$ cat src/irq_event_pkg.sv
package irq_event_pkg;
   localparam logic [11:0] ADDR_EVENT_SET = 12'h080;
   localparam logic [11:0] ADDR_EVENT_CLEAR = 12'h084;
   localparam logic [11:0] ADDR_MASK_SET = 12'h088;
   localparam logic [11:0] ADDR_MASK_CLEAR = 12'h08C;
   localparam logic [11:0] ADDR_CONTROL = 12'h090;
   localparam logic [11:0] ADDR_PHY_DATA = 12'h094;
   localparam logic [11:0] ADDR_RAW_EVENT = 12'h098;
   // Event bit positions
   localparam int BIT_GPIO = 30;
   localparam int BIT_SOFT = 29;
   localparam int BIT_TARDY = 27;
   localparam int BIT_PHYREG = 26;
   localparam int BIT_OVERRUN = 25;
   localparam int BIT_FATAL = 24;
   // Implemented event bits; 31 and 28 stay zero
   localparam logic [31:0] EVENT_IMPL = 32'h6F00_0000;
   // Control register fields
   localparam int CTL_GPIO3_EN = 31;
   localparam int CTL_LATE_ACK_EN = 29;
   localparam int CTL_GPIO2_EN = 23;
   localparam int CTL_CYCLE_MASTER = 21;
   localparam logic [31:0] CTL_IMPL = 32'hA0A0_0000;
   localparam int PHY_LSB = 16;
   localparam logic [31:0] RESET_ZERO = 32'h0000_0000;
   localparam logic [31:0] DATA_ONE = 32'h0000_0001;
   // Cycle overrun limit
   localparam int CYCLE_LIMIT_NS = 125000;
   localparam int CLK_PERIOD_NS = 40;
   localparam int CYCLE_LIMIT_CYC = CYCLE_LIMIT_NS / CLK_PERIOD_NS;
   localparam int CNT_W = 13;
endpackage : irq_event_pkg

$ cat src/link_irq_event.sv
// Design decision made here: the APB slave port.
`timescale 1ns/1ps
// Contract
// - Source edge or set write sets bit
// - Only clear-address one clears bit
// - Event read returns event AND mask
// - Bits 31 and 28 read zero
// - Enabled GPIO pin interrupts set bit 30
// - Bit 29 is software only
// - Late-ack conditions set bit 27 when enabled
// - PHY byte received sets 26, readable
// - Cycle master overrun past 125us sets 25
// - Overrun clears cycle master enable
// - Fatal subunit stop sets bit 24
// - Fatal bit blocks offending contexts' events
module link_irq_event
   import irq_event_pkg::*;
#(
   parameter int CYCLE_LIMIT = CYCLE_LIMIT_CYC
) (
   input wire logic clk,
   input wire logic rst,
   input wire logic psel,
   input wire logic penable,
   input wire logic pwrite,
   input wire logic [11:0] paddr,
   input wire logic [31:0] pwdata,
   output logic [31:0] prdata,
   output logic pready,
   output logic pslverr,
   input wire logic gpio2_pin,
   input wire logic gpio3_pin,
   input wire logic rx_fifo_pending,
   input wire logic phys_resp_busy,
   input wire logic ack_tardy_sent,
   input wire logic phy_byte_valid,
   input wire logic [7:0] phy_byte,
   input wire logic cycle_start_tx,
   input wire logic subaction_gap_end,
   input wire logic context_dead,
   input wire logic [31:0] context_event_block,
   output logic irq
);

   // ********************************
   // Pin synchronisers
   // ********************************
   // Both pins share one synchroniser; bit 0 is gpio2, bit 1 is gpio3
   logic [1:0] gpio_meta_q;
   logic [1:0] gpio_sync_q;
   logic [1:0] gpio_old_q;
   logic [1:0] gpio_rise;

   // First stage may go metastable; only the second stage reads it
   always_ff @(posedge clk) begin
      if (rst) begin
         gpio_meta_q <= 2'h0;
      end else begin
         gpio_meta_q <= {gpio3_pin, gpio2_pin};
      end
   end

   always_ff @(posedge clk) begin
      if (rst) begin
         gpio_sync_q <= 2'h0;
      end else begin
         gpio_sync_q <= gpio_meta_q;
      end
   end

   // Resets to the idle low level, so no false edge follows reset
   always_ff @(posedge clk) begin
      if (rst) begin
         gpio_old_q <= 2'h0;
      end else begin
         gpio_old_q <= gpio_sync_q;
      end
   end

   assign gpio_rise = gpio_sync_q & ~gpio_old_q;

   // ********************************
   // APB decode
   // ********************************
   logic access;
   logic wr;
   logic known;
   assign access = psel && penable && pready;
   assign wr = access && pwrite;
   assign known = (paddr == ADDR_EVENT_SET) || (paddr == ADDR_EVENT_CLEAR)
      || (paddr == ADDR_MASK_SET) || (paddr == ADDR_MASK_CLEAR)
      || (paddr == ADDR_CONTROL) || (paddr == ADDR_PHY_DATA)
      || (paddr == ADDR_RAW_EVENT);

   // Ready one cycle into the access phase: two-cycle access phase total
   always_ff @(posedge clk) begin
      if (rst) begin
         pready <= 1'b0;
      end else begin
         pready <= psel && penable && !pready;
      end
   end

   // ********************************
   // Control register
   // ********************************
   logic [31:0] ctl_q;
   logic [31:0] ctl_d;
   logic overrun_pulse;
   logic ctl_wr;

   assign ctl_wr = wr && (paddr == ADDR_CONTROL);

   // Overrun beats a same-cycle write so cycle master cannot stay on
   always_comb begin
      ctl_d = ctl_q;
      if (ctl_wr) begin
         ctl_d = pwdata & CTL_IMPL;
      end
      if (overrun_pulse) begin
         ctl_d[CTL_CYCLE_MASTER] = 1'b0;
      end
   end

   always_ff @(posedge clk) begin
      if (rst) begin
         ctl_q <= RESET_ZERO;
      end else begin
         ctl_q <= ctl_d;
      end
   end

   // ********************************
   // Hardware event sources
   // ********************************
   logic gpio_hit;
   logic tardy_hit;
   logic tardy_lvl_q;
   logic [7:0] phy_byte_q;
   logic [CNT_W-1:0] cyc_cnt_q;
   logic cyc_run_q;

   assign gpio_hit = (ctl_q[CTL_GPIO2_EN] && gpio_rise[0])
      || (ctl_q[CTL_GPIO3_EN] && gpio_rise[1]);

   logic tardy_any;
   // Sources are levels; only the rise of their OR counts as one event
   assign tardy_any = rx_fifo_pending || phys_resp_busy || ack_tardy_sent;

   always_ff @(posedge clk) begin
      if (rst) begin
         tardy_lvl_q <= 1'b0;
      end else begin
         tardy_lvl_q <= tardy_any;
      end
   end
   assign tardy_hit = ctl_q[CTL_LATE_ACK_EN] && tardy_any && !tardy_lvl_q;

   always_ff @(posedge clk) begin
      if (rst) begin
         phy_byte_q <= 8'h00;
      end else if (phy_byte_valid) begin
         phy_byte_q <= phy_byte;
      end
   end

   logic cyc_stop;
   assign cyc_stop = !ctl_q[CTL_CYCLE_MASTER] || subaction_gap_end || overrun_pulse;

   // Run flag: high from cycle start send until subaction gap end, overrun or cycle master off
   always_ff @(posedge clk) begin
      if (rst) begin
         cyc_run_q <= 1'b0;
      end else if (cyc_stop) begin
         cyc_run_q <= 1'b0;
      end else if (cycle_start_tx) begin
         cyc_run_q <= 1'b1;
      end
   end

   // Restarted by each cycle start so it measures the newest one
   always_ff @(posedge clk) begin
      if (rst) begin
         cyc_cnt_q <= '0;
      end else if (cyc_stop || cycle_start_tx) begin
         cyc_cnt_q <= '0;
      end else if (cyc_run_q) begin
         cyc_cnt_q <= cyc_cnt_q + CNT_W'(1);
      end
   end
   assign overrun_pulse = cyc_run_q && ctl_q[CTL_CYCLE_MASTER]
      && !subaction_gap_end && (cyc_cnt_q == CNT_W'(CYCLE_LIMIT));

   // ********************************
   // Event and mask registers
   // ********************************
   logic [31:0] event_q;
   logic [31:0] mask_q;
   logic [31:0] hw_set;
   logic [31:0] sw_set;
   logic [31:0] sw_clr;
   logic [31:0] blocked;

   always_comb begin
      hw_set = RESET_ZERO;
      hw_set[BIT_GPIO] = gpio_hit;
      hw_set[BIT_TARDY] = tardy_hit;
      hw_set[BIT_PHYREG] = phy_byte_valid;
      hw_set[BIT_OVERRUN] = overrun_pulse;
      hw_set[BIT_FATAL] = context_dead;
   end

   // Software bit 29 never gets a hardware source
   assign blocked = event_q[BIT_FATAL] ? context_event_block : RESET_ZERO;
   assign sw_set = (wr && paddr == ADDR_EVENT_SET) ? pwdata : RESET_ZERO;
   assign sw_clr = (wr && paddr == ADDR_EVENT_CLEAR) ? pwdata : RESET_ZERO;

   // Set wins over a same-cycle clear so no event is lost
   logic [31:0] event_d;

   always_comb begin
      event_d = (event_q & ~sw_clr) | (hw_set & ~blocked) | sw_set;
      event_d = event_d & EVENT_IMPL;
   end

   always_ff @(posedge clk) begin
      if (rst) begin
         event_q <= RESET_ZERO;
      end else begin
         event_q <= event_d;
      end
   end

   // ********************************
   // Mask register
   // ********************************

   logic [31:0] mask_d;

   always_comb begin
      mask_d = mask_q;
      if (wr && paddr == ADDR_MASK_SET) begin
         mask_d = (mask_q | pwdata) & EVENT_IMPL;
      end else if (wr && paddr == ADDR_MASK_CLEAR) begin
         mask_d = mask_q & ~pwdata;
      end
   end

   always_ff @(posedge clk) begin
      if (rst) begin
         mask_q <= RESET_ZERO;
      end else begin
         mask_q <= mask_d;
      end
   end

   // ********************************
   // Read data and interrupt
   // ********************************
   logic [31:0] rdata_d;
   logic [31:0] phy_word;

   assign phy_word = 32'(phy_byte_q) << PHY_LSB;

   always_comb begin
      rdata_d = RESET_ZERO;
      case (paddr)
         ADDR_EVENT_SET, ADDR_EVENT_CLEAR: rdata_d = event_q & mask_q;
         ADDR_MASK_SET, ADDR_MASK_CLEAR: rdata_d = mask_q;
         ADDR_CONTROL: rdata_d = ctl_q;
         ADDR_PHY_DATA: rdata_d = phy_word;
         ADDR_RAW_EVENT: rdata_d = event_q;
         default: rdata_d = RESET_ZERO;
      endcase
   end

   logic first_access;
   // Answer is loaded in the first access cycle and stands with pready
   assign first_access = psel && penable && !pready;

   always_ff @(posedge clk) begin
      if (rst) begin
         prdata <= RESET_ZERO;
      end else begin
         prdata <= (first_access && !pwrite) ? rdata_d : RESET_ZERO;
      end
   end

   // Unmapped reads return zero and unmapped writes are dropped
   always_ff @(posedge clk) begin
      if (rst) begin
         pslverr <= 1'b0;
      end else begin
         pslverr <= first_access && !known;
      end
   end

   // Registered: follows event and mask one cycle late
   always_ff @(posedge clk) begin
      if (rst) begin
         irq <= 1'b0;
      end else begin
         irq <= |(event_q & mask_q);
      end
   end

endmodule : link_irq_event

$ cat config.mk
export PLATFORM = sky130hd
export DESIGN_NAME = link_irq_event
export DESIGN_NICKNAME = d
export VERILOG_FILES = /design/src/irq_event_pkg.sv /design/src/link_irq_event.sv
export SDC_FILE = /design/constraint.sdc
export NUM_CORES = 1
export LEC_CHECK = 0
export ABC_AREA = 1
export BUFFER_PORTS_ARGS = -buffer_cell sky130_fd_sc_hd__buf_4
export CAP_MARGIN = 20
export CORE_MARGIN = 1.5
export CORE_UTILIZATION = 50
export CTS_BUF_LIST = sky130_fd_sc_hd__clkbuf_2
export DETAILED_ROUTE_END_ITERATION = 12
export PLACE_DENSITY = 0.83
export SLEW_MARGIN = 25
export SYNTH_ARGS = -nofsm -noshare
export SYNTH_HDL_FRONTEND = slang
export SYNTH_SLANG_ARGS = --single-unit
$ cat constraint.sdc
create_clock -name clk -period 3.8 [get_ports clk]
set_clock_uncertainty 0.05 [all_clocks]
set_input_delay 0.76 -clock clk [delete_from_list [all_inputs] [get_ports clk]]
set_output_delay 0.76 -clock clk [all_outputs]
set_load 0.05 [all_outputs]
* After elaboration in Yosys (flattened, before gate mapping)
Cells that the tools add are included.
** Word-level totals
- Register bits :: 106
- Bits in latches :: 0
- Bits in writable memories :: 0
- Bits in read-only memories :: 0
- Bits of input ports :: 98
- Output and inout port bits :: 35
- Logic and storage cells :: 89
- Memories kept :: 0
** Cells by class
- $add $sub $neg :: 1
- $mul :: 0
- Divide/modulo/power cells :: 0
- Order comparisons :: 0
- Equal/unequal tests :: 8
- Shift-type cells :: 0
- Mux-type cells :: 6
- Bitwise operators :: 13
- Reductions and logical operators :: 45
** Operators by type and width (count)
- $pmux W32 S5 :: 1
- $mux W31 :: 5
- $or A31 B31 Y31 :: 3
- $eq A12 B8 Y1 const B :: 7
- $and A31 B31 Y31 :: 2
- $not A31 Y31 :: 2
- $and A31 B32 Y32 :: 1
- $and A32 B32 Y32 :: 1
- $not A32 Y32 :: 1
- $reduce_or A32 Y1 :: 1
- $logic_and A1 B1 Y1 :: 18
- $reduce_or A2 Y1 :: 7
- $add A13 B1 Y13 const B :: 1
- $eq A13 B12 Y1 const B :: 1
- $logic_or A1 B1 Y1 :: 12
- $logic_not A1 Y1 :: 6
- $and A2 B2 Y2 :: 1
- $not A2 Y2 :: 1
- $reduce_bool A2 Y1 :: 1
- $not A1 Y1 :: 1

* Logic depth before layout (Yosys ltp)
- Depth after elaboration :: 9
- Gate-level depth with buffers :: 10
- Gate-level depth less buffers :: 10

* Least setup slack after synthesis
No wires, ideal clock.
- Path type :: input port to flip-flop
- From :: in paddr[6]
- To :: reg mask_q[16]
- Setup time :: 0.116 ns
- Arrival time :: 1.707 ns
- Required time :: 3.634 ns
- Setup slack :: 1.927 ns
- Stages on the path :: 8
- Buffers on the path :: 2
- Cells stage by stage :: inv_1 -> nand2_1 -> nor2_4 -> buf_6 -> nand3_2 -> o21ai_4 -> buf_6 -> nor2_1
** On the way
- Cells in the longest elaborated chain, start to end :: 3
- Elaborated cells between the ends (all ways) :: 5
- Classes of those cells :: eq/ne: 2; reduce/logical: 3
** Ends and longest elaborated chain
- start: declaration :: RTL line link_irq_event.sv:26 : input wire logic [11:0] paddr,
- $eq A12 B8 Y1 :: RTL line link_irq_event.sv:242 : if (wr && paddr == ADDR_MASK_SET) begin
- $logic_and A1 B1 Y1 :: RTL line link_irq_event.sv:242
- $reduce_or A2 Y1 (no source line)
- end signal: assignment :: RTL line link_irq_event.sv:253 : mask_q <= mask_d;
- end: declaration :: RTL line link_irq_event.sv:198 : logic [31:0] mask_q;
Parallel ways exist; a longest one is shown, timed or not.
A chain may end at the register's enable or synchronous reset.

* Final worst setup path
- From :: reg pready
- To :: out pready
** RTL lines
- start: declaration :: RTL line link_irq_event.sv:29 : output logic pready,
- start signal: assignment :: RTL line link_irq_event.sv:100 : pready <= psel && penable && !pready;
No word-level cell between the ends.

==> qor.csv <==
metric,value,unit
status,finished clean,
CTS buffer count,9,
NetSw,0.486,mW
register area share after synthesis,0.488,
GRT Util Overall,0.222,
final setup vio count,0,
vias per cell,5.02,
pins over their slew limit,0,
DR iter-0 viols,239,
Resized cells post-CTS,0,
CTS Buffer Depth,2,
clk root buf,clkbuf_2,
initial antenna violation count,0,
power share of the clock group,0.300,
pre-CTS setup slack,1200,ps
Leak Pwr,2.26,nW
"Hold-fix buffers, CTS",0,
worst path bufs/invs,1,
total area of sequential cells,2120,um^2
"Clk Latency, worst-skew pair",580,ps
Worst Path Max Fanout,3,
Net Sw Frac,0.271,
num ports,133,
WP data required,2990,ps
crit path kind,register to primary output,
htree depth,3,
routed length on met3,727,um
ANT nets after route,0,
"Min Clock Period, post-route",2040,ps
row cnt,33,
Setup TNS Final,0,ps
hold_sp,gpio2_pin,
Overflow after GRT,0,
clk slew on worst S/H paths,320,ps
met2 wire length,4640,um
Min Hold Slack,289,ps
worst hold path class,input port to register,
max cap viols,0,
residual DRC count,0,
Worst path slowest cell,dfxtp_1,
period utilization,0.536,
CP Capture Type,primary output,
multi-input logic area,1850,um^2
"Top FF cell, synth",dfxtp_1,
CTS tree,built,
# diodes,0,
Worst EP arrival,1230,ps
PortBufs,105,
Crit path max-delay family,flip-flops,
"commonest non-fill, non-tap cells in the layout","nand2_1 (141), nor2_1 (121), buf_4 (107)",
largest net degree at the start of global routing,27,
RSZ-0062 raised after global routing,false,
dpl cells,779,
net count after synthesis,685,
fillers,744,
post-route cell area,5290,um^2
"most common cell after layout, fill and taps aside",nand2_1,
hpwl dp,7340,um
core area,8340,um^2
DRT Pass-1 Iters,5,
yosys warns,0,
synth unique cells,33,
reg-to-reg critical path endpoint,prdata[29],
cell-by-cell trace of the critical path,buf_4,
internal power,1.31,mW
share of cells above drive strength 1,0.219,
maximum vdd ir drop,0.000184,V
met1 wire length,4220,um
sequential fraction of design power,0.634,
first-pass GRT wire length,15700,um
die area,9270,um^2
PD cells,339,nW/um^2
Synth Register Bits,106,
DR WL/cell,12.3,um
Vias,3987,
Syn Inst Count,585,
worst-margin pin slew,709,ps
maximum clock rate,491,MHz
synthesized area,4350,um^2
Sink Count,106,
area grow syn2layout,21.6,%
vias in the first global route,3608,
Area after DPL,5160,um^2
Routed WL,9790,um
Logic pwr share,0.066,
Slew HR,0.527,
stages on the worst setup path,1,
Non-Filler Instances,795,
die height,96.3,um
net total in the final layout,785,
post-layout util,0.634,
"reg-to-reg slack, setup",1840,ps
top sig layer,met4,
Mapped Avg Cell Area,7.44,um^2
Final Wtd Congestion,0.848,
"Largest stage delay, worst path",430,ps
"Hold Vio Cnt, Final",0,
crit path launch,pready,
Worst Setup EP,pready,
Initial Util,0.522,
Power Total,1.79,mW
fin worst setup slack,1760,ps
R2R Path Start,pready,
async set-or-reset flop fraction in the synthesized netlist,0,
startpoint types,register,
Post-synth EDFFs,0,
die width,96.3,um
total setup buffers inserted after CTS,0,
Worst Reg-to-Reg Cells,5,
==> state kept, by name (all words and copies together) (netlist names), 2 cells and up <==
register and count:
gpio_meta_q 2, mask_q 32, phy_byte_q 8, gpio_sync_q 2, cyc_cnt_q 13, event_q 6, prdata 32, ctl_q 4
gpio_old_q 2
==> logic make-up (layout without fill, tap and decap cells) <==
group | after synthesis | count (layout) | synth area share
simple gates | 318 | 318 | 0.313
flops | 106 | 106 | 0.488
buf+inv | 84 | 189 | 0.0866
compound gates | 62 | 62 | 0.0808
xor+xnor | 12 | 12 | 0.0242
fa+ha+maj | 2 | 2 | 0.00575
mux | 1 | 1 | 0.00230
==> power groups by stage <==
stage	Sequential, mW	Clock (mW)	Combinational, mW
final	1.14	0.537	0.119
after global routing	1.14	0.597	0.130
after CTS	1.14	0.553	0.119
after detailed placement	1.15	0	0.119
after global placement	1.15	0	0.115
after floorplan	1.15	0	0.0472
==> worst min-delay path by stage <==
stage                endpoint  slack [ps]  depth (start not counted)
2_1_floorplan  gpio_sync_q[0]         340                          2
3_3_place_gp   gpio_sync_q[0]         350                          2
3_5_place_dp   gpio_sync_q[1]         350                          2
4_1_cts        gpio_meta_q[0]         260                          3
5_1_grt        gpio_meta_q[1]         240                          3
6_report       gpio_meta_q[0]         290                          3
==> area by class of cell <==
class | instances | area share
sequential | 106 | 0.401
tap | 105 | 0.0248
clock buffer | 9 | 0.00852
inverter | 66 | 0.0483
timing repair buffer | 107 | 0.152
multi-input combinational | 395 | 0.350
clock inverter | 7 | 0.0151
==> worst min-delay path: stages <==
cell and delay [ps]:
buf_4 110, inv_1 40, nor2_1 30
==> synthesized netlist by cell type (4+ instances only) <==
master      n  share of area
nor2_1    121           0.10
buf_2       4         0.0046
nor2_2     11          0.016
dfxtp_1   106           0.49
clkbuf_1    6         0.0052
buf_6       5          0.013
nand4_1    15          0.022
inv_1      61          0.053
nand3_1    15          0.017
nand2_1   141           0.12
nor3_1      4         0.0046
o21ai_0    21          0.024
a21oi_1    34          0.039
xor2_1      9          0.018
==> metal layers <==
metal | up-vias | global-route usage
li1 | 2018 | -
met2 | 138 | 0.380
met1 | 1807 | 0.275
met4 | 0 | 0.0993
met3 | 24 | 0.0324
met5 | - | 0
Note: power is estimated with default switching activity, not from simulation.
